==> config.mk <==
export PLATFORM = sky130hd
export DESIGN_NAME = tres_sequencer
export DESIGN_NICKNAME = d
export VERILOG_FILES = /design/src/tres_pkg.sv /design/src/tres_timer.sv /design/src/tres_sequencer.sv
export SDC_FILE = /design/constraint.sdc
export NUM_CORES = 1
export LEC_CHECK = 0
export ABC_CLOCK_PERIOD_IN_PS = 1920
export BUFFER_PORTS_ARGS = -buffer_cell sky130_fd_sc_hd__buf_4
export CORE_ASPECT_RATIO = 0.7
export CORE_MARGIN = 2
export CORE_UTILIZATION = 55
export DETAILED_ROUTE_END_ITERATION = 6
export PLACE_DENSITY = 0.84
export SLEW_MARGIN = 40
export SYNTH_ARGS = -nofsm -noshare
export SYNTH_HDL_FRONTEND = slang
export SYNTH_SLANG_ARGS = --single-unit
==> constraint.sdc <==
create_clock -name clock -period 1.92 [get_ports clock]
set_clock_uncertainty 0.05 [all_clocks]
set_input_delay 0.384 -clock clock [delete_from_list [all_inputs] [get_ports clock]]
set_output_delay 0.384 -clock clock [all_outputs]
set_load 0.01 [all_outputs]
==> src/tres_pkg.sv <==
// package: timing constants, sequence encodings and carrier types for the rail sequencer
package tres_pkg;

  // ----------------------------------------------------------------
  // clock and timing
  // ----------------------------------------------------------------
  localparam int CLOCK_HZ = 25000000;
  localparam int DELAY_MS_DEFAULT = 10;
  localparam int REFRESH_US = 400;
  localparam int GAP_MS = 120;
  localparam int DELAY_CYCLES = (DELAY_MS_DEFAULT * (CLOCK_HZ / 1000));
  localparam int REFRESH_CYCLES = (REFRESH_US * (CLOCK_HZ / 1000000));
  localparam int GAP_CYCLES = (GAP_MS * (CLOCK_HZ / 1000));
  localparam int TIMER_WIDTH = 24;

  // ----------------------------------------------------------------
  // power-down order selections
  // ----------------------------------------------------------------
  localparam logic [2:0] ORDER_321 = 3'h1;
  localparam logic [2:0] ORDER_312 = 3'h2;
  localparam logic [2:0] ORDER_231 = 3'h3;
  localparam logic [2:0] ORDER_213 = 3'h4;
  localparam logic [2:0] ORDER_132 = 3'h5;
  localparam logic [2:0] ORDER_123 = 3'h6;
  localparam logic [2:0] ORDER_DEFAULT = ORDER_321;

  // reset value of the rail hold pattern: all rails pulled low
  localparam logic [2:0] HOLD_RESET = 3'h7;

  // ----------------------------------------------------------------
  // carrier types
  // ----------------------------------------------------------------
  typedef struct packed {
    logic first_rail_output;
    logic second_rail_output;
    logic third_rail_output;
  } tres_rails_type;

  typedef struct packed {
    logic [1:0] step0;
    logic [1:0] step1;
    logic [1:0] step2;
  } tres_order_type;

  // rail indices 0..2 for each power-down step
  function automatic tres_order_type tres_order_decode(input logic [2:0] sel);
    tres_order_type o;
    o = '{2'h2, 2'h1, 2'h0};
    case (sel)
      ORDER_312: o = '{2'h2, 2'h0, 2'h1};
      ORDER_231: o = '{2'h1, 2'h2, 2'h0};
      ORDER_213: o = '{2'h1, 2'h0, 2'h2};
      ORDER_132: o = '{2'h0, 2'h2, 2'h1};
      ORDER_123: o = '{2'h0, 2'h1, 2'h2};
      default: o = '{2'h2, 2'h1, 2'h0};
    endcase
    return o;
  endfunction

endpackage

==> src/tres_timer.sv <==
// down-counting delay timer shared by every sequencing step
`timescale 1ns/1ps
module tres_timer #(
  parameter int WIDTH = tres_pkg::TIMER_WIDTH
) (
  // clock and reset
  input wire logic clock,
  input wire logic reset,
  // control
  input wire logic load,
  input wire logic clear,
  input wire logic [WIDTH-1:0] count,
  // status
  output logic running,
  output logic expired
);

  logic [WIDTH-1:0] remain;
  wire last_tick = running && (remain == {{(WIDTH-1){1'b0}}, 1'b1});

  // one master counter so all delays keep the same ratio
  always_ff @(posedge clock or posedge reset) begin
    if (reset) begin
      remain <= '0;
      running <= 1'b0;
      expired <= 1'b0;
    end else begin
      expired <= last_tick && !clear && !load;
      if (clear) begin
        remain <= '0;
        running <= 1'b0;
      end else if (load) begin
        remain <= count;
        running <= 1'b1;
      end else if (running) begin
        remain <= remain - {{(WIDTH-1){1'b0}}, 1'b1};
        running <= !last_tick;
      end
    end
  end

endmodule

==> src/tres_sequencer.sv <==
// three-rail enable sequencer: enable input to three open-drain rail enables
`timescale 1ns/1ps
module tres_sequencer #(
  parameter int WIDTH = tres_pkg::TIMER_WIDTH,
  parameter logic [WIDTH-1:0] UP1_CYCLES = WIDTH'(tres_pkg::DELAY_CYCLES),
  parameter logic [WIDTH-1:0] UP2_CYCLES = WIDTH'(tres_pkg::DELAY_CYCLES),
  parameter logic [WIDTH-1:0] UP3_CYCLES = WIDTH'(tres_pkg::DELAY_CYCLES),
  parameter logic [WIDTH-1:0] DN1_CYCLES = WIDTH'(tres_pkg::DELAY_CYCLES),
  parameter logic [WIDTH-1:0] DN2_CYCLES = WIDTH'(tres_pkg::DELAY_CYCLES),
  parameter logic [WIDTH-1:0] DN3_CYCLES = WIDTH'(tres_pkg::DELAY_CYCLES),
  parameter logic [WIDTH-1:0] REFRESH_CYCLES = WIDTH'(tres_pkg::REFRESH_CYCLES),
  parameter logic [WIDTH-1:0] GAP_CYCLES = WIDTH'(tres_pkg::GAP_CYCLES),
  parameter logic [2:0] DOWN_ORDER = tres_pkg::ORDER_DEFAULT
) (
  // clock and reset
  input wire logic clock,
  input wire logic reset,
  // enable comparator result, asynchronous to clock
  input wire logic enable_level,
  // open-drain rail enables, index 0 is the first rail
  input wire logic [2:0] rail_in,
  output logic [2:0] rail_out,
  output logic [2:0] rail_oe
);

  typedef enum {
    IDLE, UP_WAIT1, UP_WAIT2, UP_WAIT3, UP_DONE, GAP_DOWN,
    DN_WAIT1, DN_WAIT2, DN_WAIT3, GAP_UP
  } tres_state_type;

  tres_state_type state, next_state;
  logic enable_meta, enable_sync, enable_prev;
  logic [2:0] hold, next_hold;
  logic pending, next_pending;
  logic timer_load, timer_clear;
  logic [WIDTH-1:0] timer_count;
  logic timer_running, timer_expired;
  tres_pkg::tres_rails_type rails_view;

  // ----------------------------------------------------------------
  // enable synchroniser
  // ----------------------------------------------------------------
  // comparator output is a pin, so two flops before use
  always_ff @(posedge clock or posedge reset) begin
    if (reset) begin
      enable_meta <= 1'b0;
      enable_sync <= 1'b0;
      enable_prev <= 1'b0;
    end else begin
      enable_meta <= enable_level;
      enable_sync <= enable_meta;
      enable_prev <= enable_sync;
    end
  end

  wire enable_rise = enable_sync && !enable_prev;
  wire enable_fall = !enable_sync && enable_prev;
  localparam tres_pkg::tres_order_type ORDER = tres_pkg::tres_order_decode(DOWN_ORDER);

  // ----------------------------------------------------------------
  // sequencing decisions
  // ----------------------------------------------------------------
  // a single reloadable timer covers all six steps; only one runs at a time
  always_comb begin
    next_state = state;
    next_hold = hold;
    next_pending = pending;
    timer_load = 1'b0;
    timer_clear = 1'b0;
    timer_count = UP1_CYCLES + REFRESH_CYCLES;
    case (state)
      IDLE: begin
        if (enable_rise) begin
          next_state = UP_WAIT1;
          timer_load = 1'b1;
          timer_count = UP1_CYCLES + REFRESH_CYCLES;
        end
      end
      UP_WAIT1: begin
        if (!enable_sync) begin
          next_state = IDLE;
          timer_clear = 1'b1;
        end else if (timer_expired) begin
          next_hold[0] = 1'b0;
          next_state = UP_WAIT2;
          timer_load = 1'b1;
          timer_count = UP2_CYCLES;
        end
      end
      UP_WAIT2, UP_WAIT3: begin
        if (enable_fall && !pending) begin
          next_pending = 1'b1;
          timer_load = 1'b1;
          timer_count = (state == UP_WAIT2) ? UP2_CYCLES : UP3_CYCLES;
        end else if (timer_expired) begin
          if (state == UP_WAIT2) begin
            next_hold[1] = 1'b0;
            next_state = UP_WAIT3;
            timer_load = 1'b1;
            timer_count = UP3_CYCLES;
          end else begin
            next_hold[2] = 1'b0;
            next_state = pending ? GAP_DOWN : UP_DONE;
            next_pending = 1'b0;
            timer_load = pending;
            timer_count = GAP_CYCLES;
          end
        end
      end
      UP_DONE: begin
        if (!enable_sync) begin
          next_state = DN_WAIT1;
          timer_load = 1'b1;
          timer_count = DN1_CYCLES + REFRESH_CYCLES;
        end
      end
      GAP_DOWN: begin
        if (timer_expired) begin
          next_state = enable_sync ? UP_DONE : DN_WAIT1;
          timer_load = !enable_sync;
          timer_count = DN1_CYCLES + REFRESH_CYCLES;
        end
      end
      DN_WAIT1: begin
        if (enable_sync) begin
          next_state = UP_DONE;
          timer_clear = 1'b1;
        end else if (timer_expired) begin
          next_hold[ORDER.step0] = 1'b1;
          next_state = DN_WAIT2;
          timer_load = 1'b1;
          timer_count = DN2_CYCLES;
        end
      end
      DN_WAIT2, DN_WAIT3: begin
        if (enable_rise && !pending) begin
          next_pending = 1'b1;
          timer_load = 1'b1;
          timer_count = (state == DN_WAIT2) ? DN2_CYCLES : DN3_CYCLES;
        end else if (timer_expired) begin
          if (state == DN_WAIT2) begin
            next_hold[ORDER.step1] = 1'b1;
            next_state = DN_WAIT3;
            timer_load = 1'b1;
            timer_count = DN3_CYCLES;
          end else begin
            next_hold[ORDER.step2] = 1'b1;
            next_state = pending ? GAP_UP : IDLE;
            next_pending = 1'b0;
            timer_load = pending;
            timer_count = GAP_CYCLES;
          end
        end
      end
      GAP_UP: begin
        if (timer_expired) begin
          next_state = enable_sync ? UP_WAIT1 : IDLE;
          timer_load = enable_sync;
          timer_count = UP1_CYCLES + REFRESH_CYCLES;
        end
      end
      default: begin
        next_state = IDLE;
        next_hold = tres_pkg::HOLD_RESET;
      end
    endcase
  end

  // state and hold pattern
  always_ff @(posedge clock or posedge reset) begin
    if (reset) begin
      state <= IDLE;
      hold <= tres_pkg::HOLD_RESET;
      pending <= 1'b0;
    end else begin
      state <= next_state;
      hold <= next_hold;
      pending <= next_pending;
    end
  end

  // output flops: drive low while held, release otherwise
  always_ff @(posedge clock or posedge reset) begin
    if (reset) begin
      rail_out <= 3'h0;
      rail_oe <= tres_pkg::HOLD_RESET;
    end else begin
      rail_out <= 3'h0;
      rail_oe <= next_hold;
    end
  end

  // readback of pulled-up pins kept for debug visibility only
  assign rails_view = tres_pkg::tres_rails_type'({rail_in[0], rail_in[1], rail_in[2]});

  // one down-counter on the master clock times every step
  tres_timer #(
    .WIDTH(WIDTH)
  ) u_timer (
    .clock(clock),
    .reset(reset),
    .load(timer_load),
    .clear(timer_clear),
    .count(timer_count),
    .running(timer_running),
    .expired(timer_expired)
  );

  // ----------------------------------------------------------------
  // checks
  // ----------------------------------------------------------------
  idle_held_a: assert property (@(posedge clock) disable iff (reset)
    (state == IDLE) |-> (rail_oe == 3'h7))
    else $error("rails not held in idle");

  early_drop_a: assert property (@(posedge clock) disable iff (reset)
    (state == UP_WAIT1 && !enable_sync) |=> (state == IDLE && !timer_running))
    else $error("early enable drop did not reset");

  up_order_a: assert property (@(posedge clock) disable iff (reset)
    (state == UP_WAIT1 || state == UP_WAIT2 || state == UP_WAIT3) |->
    ((rail_oe[1] || !rail_oe[0]) && (rail_oe[2] || !rail_oe[1])))
    else $error("power-up order broken");

  down_start_a: assert property (@(posedge clock) disable iff (reset)
    (state == UP_DONE && !enable_sync) |=> (state == DN_WAIT1 && timer_running))
    else $error("power-down did not start");

  down_first_a: assert property (@(posedge clock) disable iff (reset)
    (state == DN_WAIT1 && timer_expired && !enable_sync) |=> ##1 rail_oe[ORDER.step0])
    else $error("wrong first rail in power-down");

  up_finish_a: assert property (@(posedge clock) disable iff (reset)
    (pending && state == UP_WAIT3 && timer_expired) |=> (state == GAP_DOWN))
    else $error("interrupted power-up not completed");

  gap_hold_a: assert property (@(posedge clock) disable iff (reset)
    (state == GAP_DOWN) |-> (rail_oe == 3'h0))
    else $error("rail dropped during gap");

  dn_finish_a: assert property (@(posedge clock) disable iff (reset)
    (pending && state == DN_WAIT3 && timer_expired) |=> (state == GAP_UP))
    else $error("interrupted power-down not completed");

  gap_low_a: assert property (@(posedge clock) disable iff (reset)
    (state == GAP_UP) |-> (rail_oe == 3'h7))
    else $error("rail released during gap");

  open_drain_a: assert property (@(posedge clock) disable iff (reset)
    rail_out == 3'h0)
    else $error("rail driven high");

endmodule

**Word-level counts from Yosys, hierarchy flattened**

Index checks and enable logic that the tools add are counted.

- Word-level logic and storage cells: 147
- Flip-flop bits (word level): 65
- Bits of input ports: 6
- Output and inout bits: 6

- Bitwise operators: 3
- Reductions and logical operators: 26
- Multiplexer cells: 72
- $add $sub $neg: 1
- Equality and inequality tests: 34

Operator list:

| operator | count |
|---|---|
| $mux 32 | 12 |
| $pmux 32 s8 | 1 |
| $mux 24 | 7 |
| $eq 32x3->1 const B | 5 |
| $eq 32x4->1 const B | 3 |
| $pmux 24 s4 | 1 |
| $mux 22 | 4 |
| $eq 32x2->1 const B | 2 |
| $eq 32x1->1 const B | 1 |
| $logic_not 32->1 | 1 |
| $mux 1 | 32 |
| $eq 24x1->1 const B | 1 |
| $sub 24x1->24 const B | 1 |
| $ne 2x2->1 const B | 10 |
| $mux 14 | 1 |
| $reduce_or 7->1 | 2 |
| $ne 2x1->1 const B | 6 |
| $ne 3x2->1 const B | 4 |
| $reduce_and 6->1 | 2 |
| $mux 2 | 5 |
| $reduce_and 10->1 | 1 |
| $pmux 1 s3 | 3 |
| $mux 4 | 2 |
| $pmux 1 s8 | 1 |
| 12 further kinds | 28 |

**Logic depth before layout (Yosys ltp)**

Gate-level depths: netlist (run 1).

- Word-level depth: 7
- Depth in mapped cells: 7
- Gate-level depth less buffers: 7

**Cells and area by module**

From an unflattened synthesis (run 1), not the netlist that was laid out.

- Cell total of the unflattened synthesis: 305
- Area, all modules: 2636.3 um2

By module, submodules not included:

| module | seq. area each (um2) | cells each | area each (um2) | times used |
|---|---|---|---|---|
| tres_timer | 650.6 | 177 | 1587.8 | 1 |
| tres_sequencer | 279.0 | 128 | 1048.5 | 1 |

**Worst setup path after synthesis (run 1)**

No wires, ideal clock.

- Path type: register to register
- Start point: register enable_sync
- End point: register u_timer.remain[21]
- Library setup time: 145 ps
- Path slack: -38 ps
- Stages on the path, launching flop included: 7
- Path buffers: 1
- Required time: 1725 ps
- Period minus slack after synthesis: 1958 ps
- Arrival: 1763 ps
- Cells stage by stage: dfrtp_1 or4b_2 a21oi_4 nor3b_2 nand2_4 buf_6 o21ai_0

- Cells in the longest elaborated chain, start to end: 7
- Elaborated cells between the ends (all ways): 22
- Classes of those cells: 16 x mux; 6 x reduce/logical

Ends and longest elaborated chain:

| item | line | RTL |
|---|---|---|
| from (decl) | tres_sequencer.sv:32 | `logic enable_meta, enable_sync, enable_prev;` |
| from (signal assigned) | tres_sequencer.sv:51 | `enable_sync <= enable_meta;` |
| $logic_not 1->1 | tres_sequencer.sv:57, tres_sequencer.sv:120 |  |
| $logic_and 1x1->1 | tres_sequencer.sv:57 | `wire enable_fall = !enable_sync && enable_prev;` |
| $logic_and 1x1->1 | tres_sequencer.sv:91 | `if (enable_fall && !pending) begin` |
| $mux 1 / $mux 22 (equally long branches) | tres_sequencer.sv:91 |  |
| $pmux 1 s8 / $pmux 24 s4 (equally long branches) | tres_sequencer.sv:71 | `case (state)` |
| $mux 24 | tres_timer.sv:32 | `end else if (load) begin` |
| $mux 24 | tres_timer.sv:29 | `if (clear) begin` |
| to (signal assigned) | tres_timer.sv:33 | `remain <= count;` |
| to (signal assigned) | tres_timer.sv:36 | `remain <= remain - {{(WIDTH-1){1'b0}}, 1'b1};` |
| to (decl) | tres_timer.sv:18 | `logic [WIDTH-1:0] remain;` |

Several ways; a longest one is shown, not always the timed one.
A chain may end at the register's enable or synchronous reset.

**Final worst setup path (run 1)**

- Start point: register state[1]
- End point: register u_timer.remain[9]

- Cells in the longest elaborated chain, start to end: 7
- Elaborated cells between the ends (all ways): 32
- Classes of those cells: 11 x eq/ne; 17 x mux; 4 x reduce/logical

Ends and longest elaborated chain:

| item | line | RTL |
|---|---|---|
| from (decl) | tres_sequencer.sv:31 | `tres_state_type state, next_state;` |
| from (signal assigned) | tres_sequencer.sv:176 | `state <= next_state;` |
| $eq 32x4->1 / $eq 32x3->1 (equally long branches) | tres_sequencer.sv:141, tres_sequencer.sv:96 |  |
| $mux 1 (tied with other cells) | tres_sequencer.sv:141 | `if (state == DN_WAIT2) begin` |
| $mux 1 (tied with other cells) | tres_sequencer.sv:140 | `end else if (timer_expired) begin` |
| $mux 1 (tied with other cells) | tres_sequencer.sv:136 | `if (enable_rise && !pending) begin` |
| $pmux 1 s8 / $pmux 24 s4 (equally long branches) | tres_sequencer.sv:71 |  |
| $mux 24 | tres_timer.sv:32 |  |
| $mux 24 | tres_timer.sv:29 |  |

Several ways; a longest one is shown, not always the timed one.

==> flow_metrics.tcl, run 1 <==
set metrics [dict create \
    synth_compound_area_frac 0.188 \
    diodes 0 \
    wl_per_cell_um 21.4 \
    rsz0062_at_grt "yes" \
    r2r-end "u_timer.remain[9]$_DFFE_PP0P_" \
    die_area_mm2 0.00505 \
    hold_viol_final 0 \
    rows 20 \
    die_width_um 84.1 \
    worstSetupPathType "register to register" \
    path_clk_slew_ns 0.08 \
    worst_slack_ns -0.231 \
    yosys.area.top_type "dfrtp_1" \
    sw_frac_of_total 0.436 \
    power_density_mw_per_mm2 1470 \
    dp_cells 378 \
    worst_setup_path_end_kind "register" \
    p_int_uw 2740 \
    crit_arrival_ns 2.30 \
    clock_path_buffers 2 \
    wl_met1_um 3290 \
    ys.flop_type "dfrtp_1" \
    p_comb_frac 0.604 \
    place_hpwl_um 5110 \
    synthTopCellsByArea "dfrtp_1 (34%), xnor2_1 (3.9%), xor2_1 (3.9%), nor2_1 (3.3%), o21ai_0 (3.2%)" \
    antenna_found_initial 0 \
    violations "negative setup slack" \
    cap_violations 0 \
    async_reset_ff_frac 1.00 \
    fmax_mhz 465 \
    grt_overflow 0 \
    syn_area_per_cell_um2 9.28 \
    final_max_slew_viol_count 0 \
    seqPwrFrac 0.280 \
    r2r_slack_ns -0.23 \
    finalNetCount 347 \
    first_pass_iters 5 \
    synth.area.mux_share 0.00456 \
    r2r_cells 8 \
    drc_errors 0 \
    top_layer_used "met4" \
    hold_buffers 0 \
    cp_max_fo 8 \
    syn_inst 266 \
    finalSetupViolCount 31 \
    wl_met3_um 1090 \
    syn2layout_area_growth_pct 34.2 \
    synth_fa_ha_area_frac 0.0101 \
    yosysWarnings 0 \
    synth_xor_area_frac 0.0781 \
    r2r-start "state[1]$_DFFE_PP0P_" \
    synth_edf_count 0 \
    core_mm2 0.00433 \
    yosys.area.top_type_share 0.345 \
    cts-root-buf "clkbuf_8" \
    initial_core_util 0.570 \
    grt_max_degree 38 \
    met2_length_um 3570 \
    via_per_inst 6.81 \
    pin_count 12 \
    cts_sinks 37 \
    status "complete, but fails checks" \
    synthSimpleGateAreaFrac 0.288 \
    fin_crit_ns 2.15 \
    setup_tns_ns -3.48 \
    finalCritPeriodShare 1.12 \
    grt_pass1_wl_um 12300 \
    switching_power_uw 2120 \
    grt.total_usage 0.325 \
    hp-class "primary input to async pin" \
    drive_gt1_frac 0.412 \
    critPathLaunch "state[1]$_DFFE_PP0P_" \
    pwr-share-clk 0.117 \
    cts_made_buffers 5 \
    die-height_um 60.1 \
    syn_area_mm2 0.00247 \
    cts_tree "done" \
    drtAntennaViolNets 0 \
    synth-seq-cells 37 \
    port_buffers 5 \
    instances_no_fill 395 \
    dr.first_iter.drc_count 447 \
    clk_latency_ns 0.30 \
    vias 2689 \
    crit_path_start_kind "register" \
    leakage_uw 0.00139 \
    gp_congestion 0.974 \
    yosys.cell_types.count 71 \
    cp_data_required_time_ns 2.07 \
    cts_max_level 2 \
    grt_pass1_vias 2427 \
    synth_top_family_by_area "simple AND/OR/NAND/NOR gates" \
    yosysSeqAreaShare 0.377 \
    routed_wl_um 8440 \
    max-vdd-ir-drop_uv 994 \
]
## power groups by stage
stage          clock network (µW)  registers [µW]  logic (µW)
2_1_floorplan                   0            1280        1420
3_3_place_gp                    0            1310        2200
3_5_place_dp                    0            1330        2290
4_1_cts                       569            1330        2610
5_1_grt                       599            1380        3110
6_report                      567            1360        2940
## cells in the final DEF (no fill, tap or decap), types with 3 or more instances in the layout
cell type / instances
nand2_1: 14
nor2b_1: 5
nor4_1: 6
o21ai_1: 6
a21oi_1: 8
clkbuf_8: 6
nor3_1: 9
inv_1: 7
conb_1: 3
xnor2_1: 10
dfrtp_1: 30
nand4b_1: 3
buf_4: 77
xor2_1: 11
o21a_1: 5
nor2_1: 20
o21ai_0: 10
dfrtp_2: 4
nand2_2: 3
a21oi_2: 4
nand4_1: 4
dfstp_2: 3
nand3_1: 8
nor3b_1: 4
or4_1: 4
## synthesized netlist by cell type (3+ instances only)
cell,count
nand3_1,8
o21ai_0,16
or2_2,3
buf_6,3
nor3_1,10
xor2_1,11
nor2b_1,5
nor4_1,7
or4_1,4
a2bb2oi_1,3
a21oi_1,12
nand4_1,4
buf_4,4
dfrtp_1,34
nor4b_1,3
nand4b_1,3
clkbuf_1,3
inv_1,7
nand2_1,16
nor2_1,22
xnor2_1,11
buf_2,4
o21a_1,5
nor3b_1,5
dfstp_2,3
## sequential cells by signal (all words and copies together) (netlist names)
signal	cells
pending	1
rail_oe	3
u_timer.remain	24
enable_meta	1
enable_prev	1
state	4
enable_sync	1
u_timer.expired	1
u_timer.running	1
## through the flow
step	util	area [µm²]	worst slack, ns	hold WS [ns]	power [µW]
2_1_floorplan	-	2490	-0.0112	0.281	2700
3_3_place_gp	0.688	2980	-0.152	0.282	3510
3_5_place_dp	0.688	2980	-0.193	0.296	3620
4_1_cts	0.743	3220	-0.129	0.143	4510
5_1_grt	0.765	3310	-0.281	0.140	5090
6_report	0.765	3310	-0.231	0.145	4870
## cells by family after synthesis
kind of cell | count (synthesis)
compound gates | 65
xor+xnor | 22
fa+ha+maj | 2
buf+inv | 23
flops | 37
mux | 1
other cells | 1
simple gates | 115
## metal layers
layer / track usage / vias to the layer above
met4: 0.136 / 0
met5: 0 / -
met2: 0.476 / 229
met1: 0.467 / 1262
li1: - / 1122
met3: 0.0746 / 76
## worst max path at each step
stage	slack, ns	cells after the start	end
2_1_floorplan	-0.01	5	state[0]$_DFFE_PP0P_
3_5_place_dp	-0.19	7	state[0]$_DFFE_PP0P_
5_1_grt	-0.28	8	u_timer.remain[9]$_DFFE_PP0P_
4_1_cts	-0.13	7	u_timer.remain[7]$_DFFE_PP0P_
6_report	-0.23	8	u_timer.remain[9]$_DFFE_PP0P_
3_3_place_gp	-0.15	7	u_timer.remain[5]$_DFFE_PP0P_
## repair_timing
item,in CTS,in global routing
endpoints found under the setup margin,30,31
setup buffers,5,4
resized for setup,29,17
endpoints found under the hold margin,0,0
gates cloned,1,0
pin swaps,6,8
## area by class of cell
| cell class | instances | area (µm²) |
|---|---|---|
| multi-input combinational | 209 | 1590 |
| tap | 55 | 68.8 |
| fill | 248 | 1020 |
| clock buffer | 8 | 90.1 |
| inverter | 7 | 26.3 |
| sequential | 37 | 935 |
| timing repair buffer | 79 | 601 |
## worst max-delay path, cell delays in order (launching register included)
cell and delay, ns:
dfrtp_2 0.48, buf_4 0.17, nor4b_4 0.25, buf_4 0.16, a211oi_2 0.08, o221ai_2 0.29, buf_4 0.20, o21ai_1 0.11
a311oi_2 0.25
(Power assumes the default switching activity.)
==> run 2: changes to the inputs <==
Settings changed: CORE_ASPECT_RATIO 0.7 to not set.
==> flow_metrics.tcl, run 2 (synthesized netlist as in run 1, its figures left out) <==
set metrics [dict create \
    final_cell_mix "buf_4 (79), dfrtp_1 (29), nor2_1 (19)" \
    hold_buffers 0 \
    path_clk_slew_ns 0.09 \
    violations "negative setup slack" \
    grt_overflow 0 \
    leakage_uw 0.00143 \
    dr.first_iter.drc_count 417 \
    routed_wl_um 9980 \
    final_common_cell "buf_4" \
    gp_congestion 0.897 \
    finalNetCount 352 \
    dp_cells 371 \
    crit_family "compound AO/OA/AOI/OAI gates" \
    cp_data_required_time_ns 2.08 \
    worstSetupPathType "register to register" \
    finalSetupViolCount 31 \
    core_mm2 0.00432 \
    cp_slowest_cell "dfrtp_2" \
    clk_latency_ns 0.31 \
    worst_slack_ns -0.302 \
    finalCritPeriodShare 1.16 \
    crit_path_start_kind "register" \
    hp-class "primary input to async pin" \
    cap_violations 0 \
    syn2layout_area_growth_pct 40.0 \
    r2r_cells 8 \
    rows 24 \
    power_density_mw_per_mm2 1530 \
    grt.total_usage 0.343 \
    preCtsSetupSlack_ns -0.199 \
    cts_max_level 2 \
    drive_gt1_frac 0.446 \
    crit_arrival_ns 2.38 \
    cts_sinks 37 \
    pin_count 12 \
    grt_max_degree 38 \
    cp_max_fo 8 \
    fin_crit_ns 2.22 \
    cts_tree "done" \
    clock_path_buffers 2 \
    first_pass_iters 5 \
    via_per_inst 7.29 \
    cts-root-buf "clkbuf_8" \
    initial_core_util 0.571 \
    top_regs "u_timer.remain (24), state (4), rail_oe (3)" \
    grt_pass1_vias 2652 \
    status "complete, but fails checks" \
    die_area_mm2 0.00504 \
    critPathMaxStageDelay_ns 0.48 \
    drtAntennaViolNets 0 \
    worst_setup_path_end_kind "register" \
    drc_errors 0 \
    place_hpwl_um 4700 \
    max-vdd-ir-drop_uv 1200 \
    cpMostUsedCell "buf_4" \
    largest_reg_flops 24 \
    diodes 0 \
    grt_pass1_wl_um 13300 \
    die-height_um 71.0 \
    crit_chain "buf_4 > buf_4 > nor2b_1 > nand3_1 > o221ai_2 > buf_4 > o21ai_1 > a311oi_2" \
    die_width_um 71.0 \
    regMostFlops "u_timer.remain" \
    worstSetupPathDepth 8 \
    hold_viol_final 0 \
    wl_per_cell_um 25.1 \
    final_max_slew_viol_count 0 \
    cts_made_buffers 5 \
    fmax_mhz 450 \
    antenna_found_initial 0 \
    port_buffers 5 \
    vias 2896 \
    rsz0062_at_grt "yes" \
    instances_no_fill 397 \
    setup_tns_ns -5.27 \
    path_buf_inv 3 \
    hold_slack_ns 0.143 \
]
==> run 2: cell count changes in the layout (fill, tap and decap cells not counted), sizes merged <==
cell / change
nand2: -1
bufinv: +1
buf: +6
clkbuf: -2
clkinv: +1
==> run 2: timing repair <==
item / 4_1_cts / 5_1_grt
pin swaps: 8 / 8
gates resized for setup: 28 / 41
setup buffers: 11 / 8
endpoints found under the setup margin: 31 / 32
==> run 2: layout make-up <==
| cell class | instances | area (µm²) |
|---|---|---|
| Clock buffer | 6 | 72.6 |
| Clock inverter | 2 | 38.8 |
| Fill cell | 223 | 868 |
| Inverter | 7 | 26.3 |
| Multi-Input combinational cell | 208 | 1660 |
| Sequential cell | 37 | 936 |
| Tap cell | 52 | 65.1 |
| Timing Repair Buffer | 85 | 654 |
==> run 2: per-layer routing <==
layer  global-route usage  wire, µm  share of wire
met5                    0         0              0
met4                0.197       769          0.077
met3               0.0726      1220           0.12
met2                0.550      4510           0.45
met1                0.428      3480           0.35
==> run 2: stage by stage <==
step,utilization,power (µW),cell area [µm²]
floorplan,-,2700,2490
global placement,0.681,3740,2950
CTS,0.749,4930,3240
detailed placement,0.681,3870,2950
global route,0.799,5430,3460
finish,0.799,5280,3460
==> run 2: power by group <==
group | total (µW) | internal (µW) | leakage, µW | switching [µW]
clock network | 711 | 390 | 0.0000554 | 320
logic | 3210 | 1500 | 0.000936 | 1720
registers | 1360 | 1040 | 0.000439 | 314
==> run 2: worst min-delay path: cells and delay by family <==
| family | cells | cell delay (ns) |
|---|---|---|
| buf+inv | 3 | 0.56 |
==> run 2: path summary, 6_finish.rpt <==
kind	start	endpoint	slack, ns
max	state[3]$_DFFE_PP0P_	u_timer.remain[9]$_DFFE_PP0P_	-0.30
min	reset	u_timer.remain[13]$_DFFE_PP0P_	0.14
max reg2reg	state[3]$_DFFE_PP0P_	u_timer.remain[9]$_DFFE_PP0P_	-0.30
min reg2reg	enable_meta$_DFF_PP0_	enable_sync$_DFF_PP0_	0.32
max in group asynchronous	reset	rail_oe[1]$_DFFE_PP1P_	1.32
min in group clock	enable_level	enable_meta$_DFF_PP0_	0.14
